`src/cpu_if_pkg.sv`:
```
// constants, access kinds and decode functions of the processor interface
package cpu_if_pkg;

    // frame geometry
    localparam logic [31:0] FRAME_SPAN   = 32'h0000_2000;
    localparam logic [31:0] VIRT_SPAN    = 32'h0002_0000;
    localparam logic [31:0] ALIAS_START  = 32'h0000_f000;
    localparam logic [31:0] ALIAS_END    = 32'h0001_1000;
    localparam logic [15:0] PAGE_ZERO    = 16'h0000;

    // register offsets within a frame
    localparam logic [12:0] OFF_CTRL     = 13'h0000;
    localparam logic [12:0] OFF_PMASK    = 13'h0004;
    localparam logic [12:0] OFF_BPOINT   = 13'h0008;
    localparam logic [12:0] OFF_ACK      = 13'h000c;
    localparam logic [12:0] OFF_EOI      = 13'h0010;
    localparam logic [12:0] OFF_RPRIO    = 13'h0014;
    localparam logic [12:0] OFF_HPEND    = 13'h0018;
    localparam logic [12:0] OFF_ABPOINT  = 13'h001c;
    localparam logic [12:0] OFF_AACK     = 13'h0020;
    localparam logic [12:0] OFF_AEOI     = 13'h0024;
    localparam logic [12:0] OFF_AHPEND   = 13'h0028;
    localparam logic [12:0] OFF_STATUS   = 13'h002c;
    localparam logic [12:0] OFF_RES0_LO  = 13'h0030;
    localparam logic [12:0] OFF_IMPL_LO  = 13'h0040;
    localparam logic [12:0] OFF_APR_LO   = 13'h00d0;
    localparam logic [12:0] OFF_APR2_LO  = 13'h00e0;
    localparam logic [12:0] OFF_RES1_LO  = 13'h00f0;
    localparam logic [12:0] OFF_IDENT    = 13'h00fc;
    localparam logic [12:0] OFF_RES2_LO  = 13'h0100;
    localparam logic [12:0] OFF_DEACT    = 13'h1000;
    localparam int          APR_COUNT    = 4;
    localparam int          APR_IDX_LSB  = 2;

    // status flag positions
    localparam int STS_W   = 5;
    localparam int STS_RRD = 0;
    localparam int STS_WRD = 1;
    localparam int STS_RWO = 2;
    localparam int STS_WRO = 3;
    localparam int STS_SEC = 4;

    // priority handling: five implemented priority bits
    localparam logic [7:0] PRIO_IMPL_MASK = 8'hf8;
    localparam logic [7:0] IDLE_PRIO      = 8'hf8;
    localparam logic [7:0] GROUP_MIN_MASK = 8'hfe;
    localparam logic [7:0] NS_THRESH      = 8'h80;
    localparam logic [7:0] PRIO_ZERO      = 8'h00;

    // field widths
    localparam int INTID_W  = 25;
    localparam int BPOINT_W = 3;

    // identification value, arbitrary
    localparam logic [31:0] IDENT_VALUE = 32'h0001_0a5c;

    typedef enum logic [2:0] {
        ACC_RW    = 3'b000,
        ACC_RO    = 3'b001,
        ACC_WO    = 3'b010,
        ACC_RAZWI = 3'b011,
        ACC_RES   = 3'b100
    } acc_kind_t;

    // access type of a word offset inside a frame
    function automatic acc_kind_t classify(input logic [12:0] off,
                                           input logic        virt,
                                           input logic        sts_impl);
        logic [12:0] w;
        w = {off[12:2], 2'b00};
        if (w >= OFF_DEACT)
            classify = (w == OFF_DEACT) ? ACC_WO : ACC_RES;
        else if (w >= OFF_RES2_LO)
            classify = ACC_RES;
        else if (w == OFF_IDENT)
            classify = ACC_RO;
        else if (w >= OFF_RES1_LO)
            classify = ACC_RES;
        else if (w >= OFF_APR2_LO)
            classify = virt ? ACC_RAZWI : ACC_RW;
        else if (w >= OFF_APR_LO)
            classify = ACC_RW;
        else if (w >= OFF_IMPL_LO)
            classify = ACC_RAZWI;
        else if (w >= OFF_RES0_LO)
            classify = ACC_RES;
        else if (w == OFF_STATUS)
            classify = sts_impl ? ACC_RW : ACC_RAZWI;
        else if (w == OFF_EOI || w == OFF_AEOI)
            classify = ACC_WO;
        else if (w == OFF_ACK || w == OFF_RPRIO || w == OFF_HPEND ||
                 w == OFF_AACK || w == OFF_AHPEND)
            classify = ACC_RO;
        else
            classify = ACC_RW;
    endfunction

    // physical registers reachable by secure accesses only
    function automatic logic secure_only(input logic [12:0] off);
        logic [12:0] w;
        w = {off[12:2], 2'b00};
        secure_only = (w >= OFF_ABPOINT) && (w <= OFF_AHPEND);
    endfunction

    // group priority as if the binary point were at its minimum
    function automatic logic [7:0] group_prio(input logic       present,
                                              input logic [7:0] prio);
        group_prio = present ? (prio & GROUP_MIN_MASK & PRIO_IMPL_MASK)
                             : IDLE_PRIO;
    endfunction

endpackage

```
`src/cpu_if_running_prio_status.sv`:
```
// running priority, access violation status and virtual frame decode
`timescale 1ns/10ps
module cpu_if_running_prio_status #(
    parameter bit          STATUS_IMPL = 1'b1,
    parameter bit          TWO_SEC     = 1'b1,
    parameter logic [31:0] PHYS_BASE   = 32'h0000_0000,
    parameter logic [31:0] VIRT_BASE   = 32'h0001_0000
) (
    // clock and reset
    input  wire logic        clk,
    input  wire logic        reset_n,
    // memory-mapped access
    input  wire logic        acc_valid,
    input  wire logic        acc_write,
    input  wire logic        acc_nonsecure,
    input  wire logic [31:0] acc_addr,
    input  wire logic [31:0] acc_wdata,
    // access answer
    output logic             rsp_valid,
    output logic [31:0]      rsp_rdata,
    // interrupt state from the priority core and list registers
    input  wire logic        sysreg_enable,
    input  wire logic        active_present,
    input  wire logic [7:0]  active_prio,
    input  wire logic        virt_active_present,
    input  wire logic [7:0]  virt_active_prio,
    input  wire logic [24:0] virt_ack_intid,
    input  wire logic [24:0] virt_alias_ack_intid,
    input  wire logic [24:0] virt_hpend_intid,
    input  wire logic [24:0] virt_alias_hpend_intid,
    // virtual commands toward the list registers
    output logic             virt_ack_pulse,
    output logic             virt_alias_ack_pulse,
    output logic             virt_eoi_pulse,
    output logic             virt_alias_eoi_pulse,
    output logic             virt_deact_pulse,
    output logic [24:0]      virt_cmd_intid,
    // virtual settings
    output logic [31:0]      virt_control,
    output logic [7:0]       virt_prio_mask,
    output logic [2:0]       virt_bin_point,
    output logic [2:0]       virt_alias_bin_point
);

    // reset release
    logic rst_meta_q;
    logic rst_n_q;

    always_ff @(posedge clk or negedge reset_n) begin
        if (!reset_n) begin
            rst_meta_q <= 1'b0;
            rst_n_q    <= 1'b0;
        end else begin
            rst_meta_q <= 1'b1;
            rst_n_q    <= rst_meta_q;
        end
    end

    // frame decode
    logic [31:0]             prel;
    logic [31:0]             vrel;
    logic                    phys_hit;
    logic                    virt_hit;
    logic                    virt_in;
    logic [31:0]             voff;
    logic [12:0]             off;
    logic [12:0]             woff;
    cpu_if_pkg::acc_kind_t   kind;
    logic                    sec_block;
    logic                    rd;
    logic                    wr;

    assign prel = acc_addr - PHYS_BASE;
    assign vrel = acc_addr - {VIRT_BASE[31:16], cpu_if_pkg::PAGE_ZERO};
    assign phys_hit = prel < cpu_if_pkg::FRAME_SPAN;
    assign virt_hit = !phys_hit && (vrel < cpu_if_pkg::VIRT_SPAN);

    always_comb begin
        virt_in = 1'b1;
        voff    = vrel;
        if (vrel >= cpu_if_pkg::ALIAS_START && vrel < cpu_if_pkg::ALIAS_END)
            voff = vrel - cpu_if_pkg::ALIAS_START;
        else if (vrel >= cpu_if_pkg::FRAME_SPAN)
            virt_in = 1'b0;
    end

    // same offset in both frames
    assign off  = phys_hit ? prel[12:0] : voff[12:0];
    assign woff = {off[12:2], 2'b00};

    always_comb begin
        if (virt_hit && !virt_in)
            kind = cpu_if_pkg::ACC_RES;
        else
            kind = cpu_if_pkg::classify(off, virt_hit, STATUS_IMPL);
    end

    assign sec_block = TWO_SEC && phys_hit && acc_nonsecure
                       && cpu_if_pkg::secure_only(off);
    assign rd = acc_valid && !acc_write && (phys_hit || virt_hit);
    assign wr = acc_valid && acc_write && (phys_hit || virt_hit);

    // violation detection
    logic [4:0] viol;
    logic       sts_upd;
    logic       ns_bank;

    always_comb begin
        viol = '0;
        viol[cpu_if_pkg::STS_RRD] = rd && kind == cpu_if_pkg::ACC_RES;
        viol[cpu_if_pkg::STS_WRD] = wr && kind == cpu_if_pkg::ACC_RES;
        viol[cpu_if_pkg::STS_RWO] = rd && kind == cpu_if_pkg::ACC_WO;
        viol[cpu_if_pkg::STS_WRO] = wr && kind == cpu_if_pkg::ACC_RO;
        viol[cpu_if_pkg::STS_SEC] = sec_block;
    end

    assign sts_upd = STATUS_IMPL && !sysreg_enable;
    assign ns_bank = TWO_SEC && acc_nonsecure;

    // status registers
    logic [4:0] sts_s_q;
    logic [4:0] sts_ns_q;
    logic [4:0] sts_v_q;
    logic       sts_wr;
    logic [4:0] set_p;
    logic [4:0] set_v;
    logic [4:0] clr_s;
    logic [4:0] clr_ns;
    logic [4:0] clr_v;

    assign sts_wr = wr && !sec_block && woff == cpu_if_pkg::OFF_STATUS;
    assign set_p  = (sts_upd && phys_hit) ? viol : '0;
    assign set_v  = (sts_upd && virt_hit) ? viol : '0;
    assign clr_s  = (sts_upd && sts_wr && phys_hit && !ns_bank)
                    ? acc_wdata[4:0] : '0;
    assign clr_ns = (sts_upd && sts_wr && phys_hit && ns_bank)
                    ? acc_wdata[4:0] : '0;
    assign clr_v  = (sts_upd && sts_wr && virt_hit)
                    ? acc_wdata[4:0] : '0;

    // set wins over a clear in the same cycle
    always_ff @(posedge clk or negedge rst_n_q) begin
        if (!rst_n_q) begin
            sts_s_q  <= '0;
            sts_ns_q <= '0;
            sts_v_q  <= '0;
        end else begin
            sts_s_q  <= (sts_s_q & ~clr_s) | (ns_bank ? 5'h00 : set_p);
            sts_ns_q <= (sts_ns_q & ~clr_ns) | (ns_bank ? set_p : 5'h00);
            sts_v_q  <= (sts_v_q & ~clr_v) | set_v;
        end
    end

    // running priority views
    logic [7:0] rprio;
    logic [7:0] rprio_ns;
    logic [7:0] vprio;

    assign rprio = cpu_if_pkg::group_prio(active_present, active_prio);
    assign rprio_ns = (rprio < cpu_if_pkg::NS_THRESH) ? cpu_if_pkg::PRIO_ZERO
                      : {rprio[6:0], 1'b0};
    assign vprio = cpu_if_pkg::group_prio(virt_active_present,
                                          virt_active_prio);

    // virtual settings
    logic [31:0] vctrl_q;
    logic [7:0]  vpmask_q;
    logic [2:0]  vbp_q;
    logic [2:0]  vabp_q;
    logic [31:0] vapr_q [cpu_if_pkg::APR_COUNT];
    logic        vwr;

    assign vwr = wr && virt_hit && kind == cpu_if_pkg::ACC_RW;

    always_ff @(posedge clk or negedge rst_n_q) begin
        if (!rst_n_q) begin
            vctrl_q  <= '0;
            vpmask_q <= '0;
            vbp_q    <= '0;
            vabp_q   <= '0;
        end else if (vwr) begin
            if (woff == cpu_if_pkg::OFF_CTRL)
                vctrl_q <= acc_wdata;
            if (woff == cpu_if_pkg::OFF_PMASK)
                vpmask_q <= acc_wdata[7:0] & cpu_if_pkg::PRIO_IMPL_MASK;
            if (woff == cpu_if_pkg::OFF_BPOINT)
                vbp_q <= acc_wdata[2:0];
            if (woff == cpu_if_pkg::OFF_ABPOINT)
                vabp_q <= acc_wdata[2:0];
        end
    end

    genvar gi;
    generate
        for (gi = 0; gi < cpu_if_pkg::APR_COUNT; gi++) begin : g_apr
            localparam logic [12:0] APR_OFF = cpu_if_pkg::OFF_APR_LO
                + 13'(gi << cpu_if_pkg::APR_IDX_LSB);
            always_ff @(posedge clk or negedge rst_n_q) begin
                if (!rst_n_q)
                    vapr_q[gi] <= '0;
                else if (vwr && woff == APR_OFF)
                    vapr_q[gi] <= acc_wdata;
            end
        end
    endgenerate

    // virtual command pulses
    logic        ack_q;
    logic        aack_q;
    logic        eoi_q;
    logic        aeoi_q;
    logic        deact_q;
    logic [24:0] cmd_id_q;
    logic        vrd_ok;
    logic        vwo_ok;

    assign vrd_ok = rd && virt_hit && kind == cpu_if_pkg::ACC_RO;
    assign vwo_ok = wr && virt_hit && kind == cpu_if_pkg::ACC_WO;

    always_ff @(posedge clk or negedge rst_n_q) begin
        if (!rst_n_q) begin
            ack_q   <= 1'b0;
            aack_q  <= 1'b0;
            eoi_q   <= 1'b0;
            aeoi_q  <= 1'b0;
            deact_q <= 1'b0;
        end else begin
            ack_q   <= vrd_ok && woff == cpu_if_pkg::OFF_ACK;
            aack_q  <= vrd_ok && woff == cpu_if_pkg::OFF_AACK;
            eoi_q   <= vwo_ok && woff == cpu_if_pkg::OFF_EOI;
            aeoi_q  <= vwo_ok && woff == cpu_if_pkg::OFF_AEOI;
            deact_q <= vwo_ok && woff == cpu_if_pkg::OFF_DEACT;
        end
    end

    always_ff @(posedge clk or negedge rst_n_q) begin
        if (!rst_n_q)
            cmd_id_q <= '0;
        else if (vrd_ok && woff == cpu_if_pkg::OFF_ACK)
            cmd_id_q <= virt_ack_intid;
        else if (vrd_ok && woff == cpu_if_pkg::OFF_AACK)
            cmd_id_q <= virt_alias_ack_intid;
        else if (vwo_ok)
            cmd_id_q <= acc_wdata[cpu_if_pkg::INTID_W-1:0];
    end

    // read data
    logic [31:0] rdata_d;

    always_comb begin
        rdata_d = '0;
        if (rd && !sec_block && (kind == cpu_if_pkg::ACC_RW ||
                                 kind == cpu_if_pkg::ACC_RO)) begin
            if (phys_hit) begin
                case (woff)
                    cpu_if_pkg::OFF_RPRIO: begin
                        rdata_d[7:0] = ns_bank ? rprio_ns : rprio;
                    end
                    cpu_if_pkg::OFF_STATUS: begin
                        rdata_d[4:0] = ns_bank ? sts_ns_q : sts_s_q;
                    end
                    default: begin
                        rdata_d = '0;
                    end
                endcase
            end else begin
                case (woff)
                    cpu_if_pkg::OFF_CTRL:    rdata_d = vctrl_q;
                    cpu_if_pkg::OFF_PMASK:   rdata_d[7:0] = vpmask_q;
                    cpu_if_pkg::OFF_BPOINT:  rdata_d[2:0] = vbp_q;
                    cpu_if_pkg::OFF_ABPOINT: rdata_d[2:0] = vabp_q;
                    cpu_if_pkg::OFF_ACK: begin
                        rdata_d[24:0] = virt_ack_intid;
                    end
                    cpu_if_pkg::OFF_AACK: begin
                        rdata_d[24:0] = virt_alias_ack_intid;
                    end
                    cpu_if_pkg::OFF_HPEND: begin
                        rdata_d[24:0] = virt_hpend_intid;
                    end
                    cpu_if_pkg::OFF_AHPEND: begin
                        rdata_d[24:0] = virt_alias_hpend_intid;
                    end
                    cpu_if_pkg::OFF_RPRIO:   rdata_d[7:0] = vprio;
                    cpu_if_pkg::OFF_STATUS:  rdata_d[4:0] = sts_v_q;
                    cpu_if_pkg::OFF_IDENT:   rdata_d = cpu_if_pkg::IDENT_VALUE;
                    default: begin
                        if (woff >= cpu_if_pkg::OFF_APR_LO &&
                            woff < cpu_if_pkg::OFF_APR2_LO)
                            rdata_d = vapr_q[woff[3:2]];
                        else
                            rdata_d = '0;
                    end
                endcase
            end
        end
    end

    // answer one cycle after every access in either frame
    logic        rsp_valid_q;
    logic [31:0] rsp_rdata_q;

    always_ff @(posedge clk or negedge rst_n_q) begin
        if (!rst_n_q) begin
            rsp_valid_q <= 1'b0;
            rsp_rdata_q <= '0;
        end else begin
            rsp_valid_q <= rd || wr;
            rsp_rdata_q <= rdata_d;
        end
    end

    assign rsp_valid            = rsp_valid_q;
    assign rsp_rdata            = rsp_rdata_q;
    assign virt_ack_pulse       = ack_q;
    assign virt_alias_ack_pulse = aack_q;
    assign virt_eoi_pulse       = eoi_q;
    assign virt_alias_eoi_pulse = aeoi_q;
    assign virt_deact_pulse     = deact_q;
    assign virt_cmd_intid       = cmd_id_q;
    assign virt_control         = vctrl_q;
    assign virt_prio_mask       = vpmask_q;
    assign virt_bin_point       = vbp_q;
    assign virt_alias_bin_point = vabp_q;

endmodule
```
`config.mk`:
```
export PLATFORM = sky130hd
export DESIGN_NAME = cpu_if_running_prio_status
export DESIGN_NICKNAME = d
export VERILOG_FILES = /design/src/cpu_if_pkg.sv /design/src/cpu_if_running_prio_status.sv
export SDC_FILE = /design/constraint.sdc
export NUM_CORES = 1
export LEC_CHECK = 0
export ABC_AREA = 1
export BUFFER_PORTS_ARGS = -buffer_cell sky130_fd_sc_hd__buf_2
export CORE_ASPECT_RATIO = 1.5
export CORE_MARGIN = 2
export CORE_UTILIZATION = 35
export CTS_CLUSTER_SIZE = 20
export DETAILED_ROUTE_END_ITERATION = 8
export SLEW_MARGIN = 20
export SYNTH_ARGS = -nofsm -noshare
export SYNTH_HDL_FRONTEND = slang
export SYNTH_SLANG_ARGS = --single-unit
```
`constraint.sdc`:
```
create_clock -name clk -period 9.21 [get_ports clk]
set_input_delay 1.842 -clock clk [delete_from_list [all_inputs] [get_ports clk]]
set_output_delay 1.842 -clock clk [all_outputs]
set_load 0.01 [all_outputs]
```
# After elaboration in Yosys (flattened, before gate mapping)

Index checks and enable logic that the tools add are counted.

Word-level logic and storage cells: 181
Register bits: 251
Input bits: 188
Output and inout port bits: 109

Reductions and logical operators: 65
Multiplexer cells: 46
Equal/unequal tests: 20
Add/sub/neg operators: 2
Bitwise logic cells: 10
$lt $le $gt $ge: 17

Operators by type and width:

| operator                                                             | count |
|---|---|
| two-way mux 32 bit                                                   | 5 |
| one-hot mux 17 bit (7 select lines)                                  | 1 |
| two-way mux 25 bit                                                   | 3 |
| binary-select mux 32 bit (select 2 bit)                              | 1 |
| == test 11 x 6 -> 1 bit (second input constant)                      | 5 |
| == test 11 x 3 -> 1 bit (second input constant)                      | 4 |
| == test 11 x 4 -> 1 bit (second input constant)                      | 4 |
| logical AND 1 bit                                                    | 40 |
| two-way mux 5 bit                                                    | 8 |
| greater-or-equal comparator 13 x 8 -> 1 bit (second input constant)  | 3 |
| two-way mux 3 bit                                                    | 11 |
| one-hot mux 3 bit (11 select lines)                                  | 1 |
| greater-or-equal comparator 32 x 14 -> 1 bit (second input constant) | 1 |
| greater-or-equal comparator 32 x 16 -> 1 bit (second input constant) | 1 |
| less-than comparator 32 x 14 -> 1 bit (second input constant)        | 1 |
| less-than comparator 32 x 17 -> 1 bit (second input constant)        | 1 |
| less-than comparator 32 x 18 -> 1 bit (second input constant)        | 1 |
| two-way mux 8 bit                                                    | 4 |
| subtractor 32 x 17 -> 32 bit (second input constant)                 | 1 |
| one-hot mux 3 bit (9 select lines)                                   | 1 |
| two-way mux 13 bit                                                   | 2 |
| == test 11 x 2 -> 1 bit (second input constant)                      | 2 |
| one-hot mux 2 bit (10 select lines)                                  | 1 |
| AND 5 bit                                                            | 3 |
| other kinds (32)                                                     | 55 |

# Longest topological paths before layout

Gate-level depths: netlist of the first run.

Word-level depth: 27
Gate-level depth with buffers: 29
Depth with buffers taken out: 28

# Worst setup path before layout of the first run

No wires, ideal clock.

Path kind: input -> register
Start: input port acc_addr[16]
End: register cmd_id_q[4] (netlist: virt_cmd_intid[4])
Buffers on the path: 1
Setup time: 113 ps
Data arrival time: 4568 ps
Stages: 26
Setup slack: 4529 ps
Required time: 9097 ps
Path through: inv_1 > ha_1 > nand2_4 > nor2_8 > nand2_2 > nand2_1 > nand2_1 > nor2_2 > nand2_2 > nor2_4 > nand2_2 > nand2_2 > nand2_4 > nor2_8 > nand2_4 > nor2_8 > nand2_2 > a21oi_4 > nand4_4 > nor2_8 > o21ai_4 > buf_2 > nand2_1 > nand2_1 > nand2_1 > inv_1

Longest elaborated chain between the ends: 27
Elaborated cells between the ends (all ways): 65
Classes of those cells: add/sub (1); order compare (12); eq/ne (12); mux (20); reduce/logical (20)

RTL lines:

| element                                                                                                      | line                                                | RTL |
|---|---|---|
| from (decl)                                                                                                  | cpu_if_running_prio_status.sv:16                    | `input wire logic [31:0] acc_addr,` |
| subtractor 32 x 17 -> 32 bit                                                                                 | cpu_if_running_prio_status.sv:74                    | `assign vrel = acc_addr - {VIRT_BASE[31:16], cpu_if_pkg::PAGE_ZERO};` |
| greater-or-equal comparator 32 x 16 -> 1 bit / less-than comparator 32 x 17 -> 1 bit (equally long branches) | cpu_if_running_prio_status.sv:81                    | `if (vrel >= cpu_if_pkg::ALIAS_START && vrel < cpu_if_pkg::ALIAS_END)` |
| logical AND 1 bit                                                                                            | cpu_if_running_prio_status.sv:81                    |  |
| two-way mux 13 bit                                                                                           | cpu_if_running_prio_status.sv:81                    |  |
| two-way mux 13 bit                                                                                           | cpu_if_running_prio_status.sv:88                    | `assign off = phys_hit ? prel[12:0] : voff[12:0];` |
| == test 11 x 2 -> 1 bit / == test 11 x 3 -> 1 bit (equally long branches)                                    | cpu_if_pkg.sv:91, cpu_if_running_prio_status.sv:239 |  |
| logical OR 1 bit (3 in a row)                                                                                | cpu_if_pkg.sv:91                                    | `else if (w == OFF_ACK \|\| w == OFF_RPRIO \|\| w == OFF_HPEND \|\|` |
| logical OR 1 bit                                                                                             | cpu_if_pkg.sv:92                                    | `w == OFF_AACK \|\| w == OFF_AHPEND)` |
| [... 9 more ...]                                                                                             | --                                                  |  |
| two-way mux 3 bit                                                                                            | cpu_if_pkg.sv:73                                    | `else if (w >= OFF_RES2_LO)` |
| two-way mux 3 bit                                                                                            | cpu_if_pkg.sv:71                                    | `if (w >= OFF_DEACT)` |
| two-way mux 3 bit                                                                                            | cpu_if_running_prio_status.sv:92                    | `if (virt_hit && !virt_in)` |
| == test 3 x 1 -> 1 bit                                                                                       | cpu_if_running_prio_status.sv:217                   | `assign vrd_ok = rd && virt_hit && kind == cpu_if_pkg::ACC_RO;` |
| logical AND 1 bit                                                                                            | cpu_if_running_prio_status.sv:217                   |  |
| logical AND 1 bit                                                                                            | cpu_if_running_prio_status.sv:241                   | `else if (vrd_ok && woff == cpu_if_pkg::OFF_AACK)` |
| two-way mux 25 bit                                                                                           | cpu_if_running_prio_status.sv:241                   |  |
| two-way mux 25 bit                                                                                           | cpu_if_running_prio_status.sv:239                   | `else if (vrd_ok && woff == cpu_if_pkg::OFF_ACK)` |
| to (signal assigned)                                                                                         | cpu_if_running_prio_status.sv:240                   | `cmd_id_q <= virt_ack_intid;` |
| to (signal assigned)                                                                                         | cpu_if_running_prio_status.sv:242                   | `cmd_id_q <= virt_alias_ack_intid;` |
| to (signal assigned)                                                                                         | cpu_if_running_prio_status.sv:244                   | `cmd_id_q <= acc_wdata[cpu_if_pkg::INTID_W-1:0];` |
| to (decl)                                                                                                    | cpu_if_running_prio_status.sv:213                   | `logic [24:0] cmd_id_q;` |

Several ways; a longest one is shown, not always the timed one.
A chain may end at the register's enable or synchronous reset.

# Worst setup path in the final report of the first run

Start: input port acc_addr[22]
End: register cmd_id_q[12] (netlist: virt_cmd_intid[12])

The elaborated chain is that of the path after synthesis.

==> impl_results.md, run 1 <==
- Setup repair after global routing missed its margin: no
- VDD IR max: between 0.1 and 0.15 mV
- HP Class: flip-flop to flip-flop
- Synth cell types: 55
- Std-Cell Rows: slightly below 90
- Vias in the first global route: 13.5k
- Setup repair bufs after CTS: 0
- Lkg Pwr: ~0.0085 uW
- Most numerous cell in the Yosys netlist: nand2_1
- DRC violations left: 0
- CP Data Arrival Time: 6.67 ns
- Startpoint types: primary input
- Fin crit period: about 6.2 ns
- CTS Root Cell: clkbuf_16
- WL/cell: about 20 um
- CTS clk-pin slew, worst paths: roughly 0.070 ns
- Final Hold Viols: 0
- CTS Sinks: ~250
- Asr flop ratio synth: 1.00
- Share of cells above drive strength 1: 0.189
- Area grow syn2layout: 19.7%
- Status: complete, no violations
- CP Class: primary input to flip-flop
- Final HPWL DP: approximately 40 mm
- Cell repeated most along the worst path: nand2_1
- Final net count: between 2k and 2.5k
- Post-synth top flop: dfrtp_1
- Longest Clk Path Bufs: 3
- Max Fclk: approximately 160 MHz
- H-tree levels: 1
- Vias: about 14k
- Max-cap violations: 0
- CTS buffer count: 26
- Setup-violating endpoint count in the final report: 0
- Yosys Warn Count: 0
- First-pass GRT wire length: between 80 and 90 mm
- Die Ht: about 250 um
- Placer Congestion: 0.945
- Number of synthesized register bits: 251
- Slowest CP cell: nor2_8
- Hold path startpoint: rst_meta_q
- Number of synthesized flops with an enable pin: 0
- CP peak stage delay: around 0.63 ns
- Core area: 0.0392 sq mm
- Fin crit share: 0.672
- Starting DRT DRC Count: 979
- Setup_tns: 0 ns
- Clock insertion delay at the later pin of the skew report: ~0.55 ns
- Sequential share of the synthesized area: 0.454
- WP data required: ~9.7 ns
- Most common library cells after synthesis: 440 x nand2_1, 377 x inv_1, 251 x dfrtp_1
- Vias/cell: slightly above 5
- Final WL: between 50 and 60 mm
- Routed Antenna Nets: 0
- CTS tree: done
- Largest net degree at the start of global routing: 75
- Top-Level Pins: approximately 300
- Worst slew margin: 0.218
- FF-to-FF Start: rst_n_q
- Synth area leaders: dfrtp_1 45%, nand2_1 12%, inv_1 10%
- Die Footprint: 0.0411 sq mm
- Gr usage total: 0.261
- Flop2flop setup slack: roughly 6.6 ns
- Syn avg cell area: between 7 and 8 sq um
- Cts hold-fix bufs: 0
- Setup crit end kind: flip-flop
- Starting Density: 0.353
- Reg-to-Reg End: rsp_rdata[6]
- Port Buffers: between 200 and 300
- Core Util, Final: 0.422
- DR pass1 iterations: 7
- Die width: between 150 and 200 um
- Worst hold stages: 0
- Total global routing overflow: 0
- Hold Path End: rst_n_q
- Cell taking the most area after synthesis: dfrtp_1
- Worst-path fanout max: 27
- Clk_skew: 0.0109 ns
- Slew Viols, Final: 0
- Initial antenna violation count: 7
- Worst slew pin tran: roughly 1.1 ns
- Post-Syn Area: 0.0138 sq mm
- R2R depth: 2
- CTS resizes: 0
- Gate Count Post-Synth: 1870
- Post-synth top area share: 0.454
- Pwr Density: between 100 and 150 mW/mm^2
-- cell families after synthesis --
| group | count (synthesis) | synth area share |
|---|---|---|
| simple gates | 742 | 0.233 |
| flops | 251 | 0.454 |
| other cells | 2 | 0.000543 |
| xor+xnor | 1 | 0.000634 |
| mux | 2 | 0.00145 |
| buf+inv | 459 | 0.128 |
| fa+ha+maj | 4 | 0.00362 |
| compound gates | 409 | 0.178 |
-- cell usage in the layout (no fill, tap or decap), types with 4 or more instances in the layout --
cell / instances
nor2_4: 5
buf_4: 26
nand2_1: 440
ha_1: 4
inv_1: 377
o21ai_0: 201
nor4_1: 8
a221oi_1: 44
a211oi_1: 7
nand4_1: 22
nand3_1: 61
clkbuf_16: 27
diode_2: 5
nor2_2: 5
clkinv_2: 6
o22ai_1: 32
o211ai_1: 6
nand2_2: 22
nand2_4: 4
clkbuf_1: 4
conb_1: 4
o2111ai_1: 7
nor2_8: 4
a22o_1: 5
o21ai_1: 56
nor2_1: 137
dfrtp_1: 250
buf_2: 287
a32o_1: 6
nor3_1: 22
a21oi_1: 22
-- stage by stage --
stage	hold slack (ns)	setup WS (ns)	instance area (sq um)	std cells	power, uW
detailed placement	0.345	2.50	15800	2605	1300
global placement	0.336	2.51	15800	2605	1300
finish	0.355	3.02	16600	2653	2280
global route	0.363	2.65	16500	2649	2360
floorplan	0.331	1.70	13800	1872	1210
CTS	0.360	3.06	16500	2648	2310
-- routing by layer --
| metal | global-route usage | vias up | routed length [um] | part of all wire |
|---|---|---|---|---|
| li1 | - | 6504 | - | - |
| met1 | 0.312 | 6455 | 20900 | 0.38 |
| met2 | 0.459 | 608 | 26800 | 0.49 |
| met3 | 0.0354 | 132 | 3630 | 0.067 |
| met4 | 0.140 | 4 | 3190 | 0.058 |
| met5 | 0 | - | 25 | 0.00046 |
-- worst max-delay path: cells and delay by family --
family / cells / cell delay, ns
and+or+nand+nor: 20 / 3.68
AOI/OAI and AO/OA: 2 / 0.64
buffers and inverters: 4 / 0.47
-- power by group --
part | total, uW | leakage [uW] | internal [uW] | switching [uW]
combinational | 172 | 0.00523 | 54.2 | 118
sequential | 1110 | 0.00287 | 1100 | 4.47
clock | 1000 | 0.000380 | 548 | 457
total | 2280 | 0.00848 | 1710 | 579
-- registers in the layout, summed over array words and instances (netlist names) --
register / cells
virt_control: 32
virt_alias_eoi_pulse: 1
vapr_q: 128
rst_meta_q: 1
virt_deact_pulse: 1
rst_n_q: 1
rsp_valid: 1
virt_eoi_pulse: 1
virt_ack_pulse: 1
virt_prio_mask: 5
virt_alias_bin_point: 3
sts_s_q: 5
rsp_rdata: 32
sts_v_q: 5
virt_cmd_intid: 25
sts_ns_q: 5
virt_bin_point: 3
virt_alias_ack_pulse: 1
-- final cells by class --
class	instances	area (sq um)
Clock buffer	33	718
Tap cell	500	626
Clock inverter	10	61.3
Sequential cell	251	6280
Timing Repair Buffer	313	1630
Fill cell	4102	22600
Antenna cell	5	12.5
Multi-Input combinational cell	1162	5800
Inverter	379	1420
-- worst max path at each step --
stage / start / to / slack (ns) / cells past startpoint
after floorplan: rst_n_q / rsp_rdata[0] / 1.70 / 0
after global placement: acc_addr[22] / virt_cmd_intid[13] / 2.51 / 26
after detailed placement: acc_addr[22] / virt_cmd_intid[13] / 2.50 / 26
after CTS: acc_addr[22] / virt_cmd_intid[12] / 3.06 / 26
after global routing: acc_addr[22] / virt_cmd_intid[23] / 2.65 / 26
final: acc_addr[22] / virt_cmd_intid[12] / 3.02 / 26
No activity file was read; power rests on OpenSTA's default activity.
==> inputs of run 2 (changes only) <==
ABC_AREA = 0   (was 1)
clock period = 5.4 ns   (was 9.21 ns; I/O delays follow)
==> run 2 against run 1 <==
  * Sequential power up 70%
  * Clock power rose by 82%
  * Final cell count shrank 29%
  * Design area fell by 1.7%
  * Combinational power grew 53%
==> impl_results.md, run 2 <==
- Vias/cell: 5.76 (was 5.17)
- Clk_skew: 0.0133 ns (was 0.0109 ns)
- Post-synth top area share: 0.478 (was 0.454)
- CTS Root Cell: clkbuf_16 (unchanged)
- Cell taking the most area after synthesis: dfrtp_1 (unchanged)
- Crit path to: vapr_q[95] (was virt_cmd_intid[12])
- Setup_tns: 0 ns (unchanged)
- Routed Antenna Nets: 0 (unchanged)
- Most numerous cell in the Yosys netlist: dfrtp_1 (was nand2_1)
- Final HPWL DP: 33.1 mm (was 39.7 mm)
- Area grow syn2layout: 23.8% (was 19.7%)
- Placer Congestion: 0.933 (was 0.945)
- Top-Level Pins: 297 (unchanged)
- Die width: 162 um (was 166 um)
- Commonest non-fill, non-tap cells in the layout: 286 x buf_2, 250 x dfrtp_1, 86 x mux2_2, 70 x nand2_1 (was 440 x nand2_1, 377 x inv_1, 287 x buf_2, 250 x dfrtp_1, 201 x o21ai_0)
- Syn avg cell area: 12.0 sq um (was 7.39 sq um)
- Asr flop ratio synth: 1.00 (unchanged)
- Core Util, Final: 0.441 (was 0.422)
- Setup-violating endpoint count in the final report: 0 (unchanged)
- Max reg flops: 128 (unchanged)
- Gr usage total: 0.237 (was 0.261)
- Starting DRT DRC Count: 772 (was 979)
- Post-synth top flop: dfrtp_1 (unchanged)
- Worst path cell trace: buf_2 > inv_1 > ha_1 > or4b_2 > nor3_1 > o32ai_2 > nor4_2 > a2bb2oi_2 > nand2_2 > or4_2 > buf_12 > mux2_1
- Core area: 0.0369 sq mm (was 0.0392 sq mm)
- Crit path from: acc_addr[16] (was acc_addr[22])
- Cts hold-fix bufs: 0 (unchanged)
- Most common cell after layout, fill and taps aside: buf_2 (was nand2_1)
- CTS buffer count: 26 (unchanged)
- Setup crit end kind: flip-flop (unchanged)
- Post-Syn Area: 0.0131 sq mm (was 0.0138 sq mm)
- Longest Clk Path Bufs: 3 (unchanged)
- Synth cell types: 73 (was 55)
- Pwr Density: 244 mW/mm^2 (was 138 mW/mm^2)
- Fin crit period: 4.55 ns
- Port Buffers: 287 (unchanged)
- Most common library cells after synthesis: 251 x dfrtp_1, 86 x mux2_2, 70 x nand2_1 (was 440 x nand2_1, 377 x inv_1, 251 x dfrtp_1)
- R2R depth: 7 (was 2)
- Lkg Pwr: 0.00781 uW (was 0.00848 uW)
- Share of cells above drive strength 1: 0.419 (was 0.189)
- Largest net degree at the start of global routing: 127 (was 75)
- Max Fclk: around 220 MHz
- First-pass GRT wire length: 69.8 mm (was 81.9 mm)
- Slowest CP cell: or4_2 (was nor2_8)
- Gate Count Post-Synth: 1094 (was 1870)
- Setup repair bufs after CTS: 0 (unchanged)
- Slew Viols, Final: 0 (unchanged)
- Reg-to-Reg End: rsp_rdata[7] (was rsp_rdata[6])
- CTS Sinks: 251 (unchanged)
- Final WL: 47.1 mm (was 54.6 mm)
- Fillers: 3483 (was 4102)
- CP Class: primary input to flip-flop (unchanged)
- WP data required: 5.82 ns (was 9.69 ns)
- CTS resizes: 0 (unchanged)
- Vias: 10.9k (was 13.7k)
- DR pass1 iterations: 5 (was 7)
- Sequential share of the synthesized area: 0.478 (was 0.454)
- Die Ht: 241 um (was 247 um)
- Final net count: 1582 (was 2325)
- H-tree levels: 1 (unchanged)
- Max-cap violations: 0 (unchanged)
- Synth area leaders: dfrtp_1 48%, mux2_2 7.4%, mux2_4 6.9% (was dfrtp_1 45%, nand2_1 12%, inv_1 10%)
- Total global routing overflow: 0 (unchanged)
- Number of synthesized flops with an enable pin: 0 (unchanged)
- Yosys Warn Count: 0 (unchanged)
- Initial antenna violation count: 8 (was 7)
- VDD IR max: 0.236 mV (was 0.148 mV)
- DRC violations left: 0 (unchanged)
- Starting Density: 0.356 (was 0.353)
- CTS clk-pin slew, worst paths: 0.06 ns (was 0.07 ns)
- Setup repair after global routing missed its margin: no (unchanged)
- Flop2flop setup slack: 2.93 ns (was 6.62 ns)
- WL/cell: 24.9 um (was 20.6 um)
- HP Class: primary input to asynchronous set/reset pin (was flip-flop to flip-flop)
- Die Footprint: 0.0391 sq mm (was 0.0411 sq mm)
- Worst slew pin tran: 0.899 ns (was 1.14 ns)
- CTS tree: done (unchanged)
- Fin crit share: 0.842
- Status: complete, no violations (unchanged)
- CP peak stage delay: 0.73 ns (was 0.63 ns)
- Worst slew margin: 0.401 (was 0.218)
- Number of synthesized register bits: 251 (unchanged)
- Top reg by flops: vapr_q (unchanged)
- Worst-path fanout max: 32 (was 27)
- CP Data Arrival Time: 4.97 ns (was 6.67 ns)
- Clock insertion delay at the later pin of the skew report: 0.54 ns (was 0.55 ns)
- Vias in the first global route: 11.4k (was 13.5k)
- Startpoint types: primary input (unchanged)
- Final Hold Viols: 0 (unchanged)
- Std-Cell Rows: 86 (was 89)
- FF-to-FF Start: vapr_q[7] (was rst_n_q)
run 2: worst min path at each step:
stage | start | endpoint | slack, ns
floorplan | rst_meta_q | rst_n_q | 0.33
global placement | rst_meta_q | rst_n_q | 0.34
detailed placement | rst_meta_q | rst_n_q | 0.34
CTS | reset_n | rst_n_q | 0.29
global route | reset_n | rst_n_q | 0.30
finish | reset_n | rst_n_q | 0.32
run 2: report_power, final:
part | switching (uW) | internal (uW) | total [uW]
clock | 776 | 1040 | 1820
sequential | 8.41 | 1880 | 1890
combinational | 171 | 93.1 | 264
total | 955 | 3010 | 3970
run 2: per-stage QoR:
stage               hold WS (ns)  cell area, sq um  setup slack [ns]  power (uW)  instances
detailed placement         0.337             15400             0.302        2190       1846
CTS                        0.291             16300             0.872        4010       1891
floorplan                  0.331             13100             0.845        2030       1096
global placement           0.338             15400             0.320        2190       1846
global route               0.298             16300             0.575        4100       1892
finish                     0.319             16300             0.854        3970       1894
run 2: kinds of logic (layout without fill, tap and decap cells):
family,after synthesis,after routing,share of synthesized area
AND/OR/NAND/NOR,245,245,0.0965
multiplexers,217,217,0.230
flip-flops,251,251,0.478
other,2,7,0.000572
adder cells (fa/ha/maj),4,4,0.00381
buffers and inverters,88,399,0.0305
AO/OA/AOI/OAI,287,287,0.160
run 2: routing by layer:
metal / GRT usage / wire length (um) / vias to the layer above
met5: 0 / 73 / -
met3: 0.0395 / 3220 / 123
met4: 0.102 / 2010 / 12
li1: - / - / 4827
met2: 0.423 / 23700 / 515
met1: 0.283 / 18100 / 5438
run 2: cell type report:
| cell class | instances | area, sq um | area share |
|---|---|---|---|
| multi-input combinational | 757 | 6520 | 0.401 |
| sequential | 251 | 6280 | 0.386 |
| timing repair buffer | 343 | 1960 | 0.120 |
| clock buffer | 37 | 773 | 0.0475 |
| tap | 484 | 606 | 0.0372 |
| clock inverter | 8 | 75.1 | 0.00462 |
| inverter | 11 | 41.3 | 0.00254 |
| antenna | 3 | 7.51 | 0.000462 |
run 2: critical path, delay by kind of cell:
family                   cells  cell delay [ns]
adder cells (fa/ha/maj)      1             0.34
buffers and inverters        3             0.53
multiplexers                 1             0.33
AO/OA/AOI/OAI                2             0.54
AND/OR/NAND/NOR              5             2.12
==> inputs of run 3 (changes only) <==
clock period = 3.7 ns   (was 5.4 ns; I/O delays follow)
==> run 3 against run 2 <==
  * The run now ends with setup timing left
  * Non-clock buffer count grew 151
  * Wire length grew 8.9%
  * Sequential cell count did not move
  * Critical path depth is 1 lower
  * Worst setup slack got worse by 0.91 ns
  * First-iteration DRC count shrank 5.1%
  * Sequential power grew 46%
  * Clock skew rose by 0.0097 ns
  * Largest cell class unchanged
==> impl_results.md, run 3 (synthesis gave the netlist of run 2 again) <==
- CP peak stage delay: 0.66 ns (was 0.73 ns)
- Reg area: 0.00628 sq mm (unchanged)
- Setup repair after global routing missed its margin: yes (was no)
- Slowest CP cell: or4_4 (was or4_2)
- Crit path depth: 11 (was 12)
- Top reg by flops: vapr_q (unchanged)
- Starting DRT DRC Count: 733 (was 772)
- H-tree levels: 1 (unchanged)
- Vias in the first global route: 12.1k (was 11.4k)
- Die Footprint: 0.0391 sq mm (unchanged)
- Final non-filler cell total: 2043 (was 1894)
- Final Hold Viols: 0 (unchanged)
- HP Class: flip-flop to flip-flop (was primary input to asynchronous set/reset pin)
- WL/cell: 25.1 um (was 24.9 um)
- Port Buffers: 287 (unchanged)
- Core area: 0.0369 sq mm (unchanged)
- Crit path from: acc_addr[18] (was acc_addr[16])
- Failing checks: setup timing
- CTS clk-pin slew, worst paths: 0.06 ns (about the same)
- Setup_tns: -1.72 ns (was 0 ns)
- Share of cells above drive strength 1: 0.504 (was 0.419)
- Fin crit period: between 3 and 4 ns
- R2R depth: 8 (was 7)
- Multi-input gate area: 0.00683 sq mm (was 0.00652 sq mm)
- Starting Density: 0.356 (unchanged)
- Lkg Pwr: 0.00878 uW (was 0.00781 uW)
- Final HPWL DP: 35.9 mm (was 33.1 mm)
- Longest Clk Path Bufs: 3 (unchanged)
- Initial antenna violation count: 8 (unchanged)
- Setup crit end kind: flip-flop (unchanged)
- Reg-to-Reg End: rsp_rdata[7] (unchanged)
- First-pass GRT wire length: 74.0 mm (was 69.8 mm)
- Post-DP Area: 0.0166 sq mm (was 0.0154 sq mm)
- Clock insertion delay at the later pin of the skew report: 0.55 ns (was 0.54 ns)
- Final net count: 1733 (was 1582)
- CP Class: primary input to flip-flop (unchanged)
- Final instance area: 0.0182 sq mm (was 0.0163 sq mm)
- CTS tree: done (unchanged)
- Clk_skew: 0.0230 ns (was 0.0133 ns)
- Fin crit share: 1.02
- Placer Congestion: 0.927 (was 0.933)
- Die width: 162 um (unchanged)
- VDD IR max: 0.280 mV (was 0.236 mV)
- Crit path to: vapr_q[66] (was vapr_q[95])
- Commonest non-fill, non-tap cells in the layout: 285 x buf_2, 250 x dfrtp_1, 164 x buf_4, 84 x mux2_2, 77 x mux2_4 (was 286 x buf_2, 250 x dfrtp_1, 86 x mux2_2, 70 x nand2_1)
- Vias: 11.5k (was 10.9k)
- Cells after DPL: 1974 (was 1846)
- Worst-path fanout max: 8 (was 32)
- Gr usage total: 0.252 (was 0.237)
- Die Ht: 241 um (unchanged)
- Status: finished with violations (was complete, no violations)
- Max reg flops: 128 (unchanged)
- Max Fclk: around 270 MHz
- Slew Viols, Final: 0 (unchanged)
- Top-Level Pins: 297 (unchanged)
- DR pass1 iterations: 5 (unchanged)
- Bufs and invs on worst path: 2 (was 3)
- Most common cell after layout, fill and taps aside: buf_2 (unchanged)
- Max-cap violations: 0 (unchanged)
- Vias/cell: 5.65 (was 5.76)
- Area grow syn2layout: 38.5% (was 23.8%)
- DRC violations left: 0 (unchanged)
- Fillers: 3341 (was 3483)
- Post-route setup slack: -0.0573 ns (was 0.854 ns)
- Startpoint types: primary input (unchanged)
- CTS Root Cell: clkbuf_16 (unchanged)
- Std-Cell Rows: 86 (unchanged)
- Worst slew margin: 0.488 (was 0.401)
- Pwr Density: 333 mW/mm^2 (was 244 mW/mm^2)
- Final WL: 51.3 mm (was 47.1 mm)
- CP top delay family: simple AND/OR/NAND/NOR gates (unchanged)
- CP Data Arrival Time: 4.19 ns (was 4.97 ns)
- Flop2flop setup slack: 1.45 ns (was 2.93 ns)
- Setup-violating endpoint count in the final report: 60 (was 0)
- WP data required: 4.13 ns (was 5.82 ns)
- Worst slew pin tran: 0.769 ns (was 0.899 ns)
- FF-to-FF Start: vapr_q[7] (unchanged)
- Total global routing overflow: 0 (unchanged)
- CTS buffer count: 26 (unchanged)
- Largest net degree at the start of global routing: 99 (was 127)
- Worst path cell trace: buf_6 > or4_4 > or4b_4 > a211oi_4 > o32ai_4 > or3_4 > o32ai_4 > nand2_2 > or4_4 > clkbuf_16 > mux2_4 (was buf_2 > inv_1 > ha_1 > or4b_2 > nor3_1 > o32ai_2 > nor4_2 > a2bb2oi_2 > nand2_2 > or4_2 > buf_12 > mux2_1)
- CTS Sinks: 251 (unchanged)
- Routed Antenna Nets: 0 (unchanged)
- Core Util, Final: 0.493 (was 0.441)
[run 3: repair_timing]
action,CTS,global route
endpoints found under the setup margin,195,206
gates resized for setup,38,41
cloned,5,8
buffers inserted,2,8
endpoints found under the hold margin,2,0
pin swaps,5,10
hold buffers,1,0
[run 3: layout make-up]
class,count,share of cell area
Multi-Input combinational cell,757,0.376
Sequential cell,251,0.345
Timing Repair Buffer,494,0.193
Clock buffer,34,0.0402
Tap cell,484,0.0333
Clock inverter,11,0.00977
Inverter,11,0.00227
Antenna cell,1,0.000138
[run 3: metal layers]
layer | part of all wire | wire length [um] | vias up | global-route usage
li1 | - | - | 5133 | -
met1 | 0.38 | 19800 | 5806 | 0.296
met2 | 0.50 | 25800 | 454 | 0.444
met3 | 0.059 | 3000 | 136 | 0.0411
met4 | 0.053 | 2720 | 12 | 0.132
met5 | 0.0015 | 75 | - | 0
[run 3: how the worst min path moves through the flow]
stage                           from  endpoint  slack, ns  cells after the start
final                     rst_meta_q   rst_n_q       0.35                      0
after global routing      rst_meta_q   rst_n_q       0.36                      0
after CTS                 rst_meta_q   rst_n_q       0.35                      0
after detailed placement  rst_meta_q   rst_n_q       0.34                      0
after global placement    rst_meta_q   rst_n_q       0.34                      0
after floorplan           rst_meta_q   rst_n_q       0.33                      0
[run 3: through the flow]
stage / hold slack [ns] / total power [uW] / setup slack (ns)
after CTS: 0.354 / 6100 / -0.0570
after global routing: 0.357 / 6240 / -0.0837
after floorplan: 0.331 / 2970 / -0.426
after global placement: 0.337 / 3250 / -0.726
after detailed placement: 0.336 / 3250 / -0.785
final: 0.354 / 6050 / -0.0573
[run 3: report_power, final]
part           internal [uW]  switching, uW  leakage [uW]
logic                    191            277       0.00483
registers               2750           12.3       0.00350
clock network           1670           1150      0.000448
total                   4610           1440       0.00878
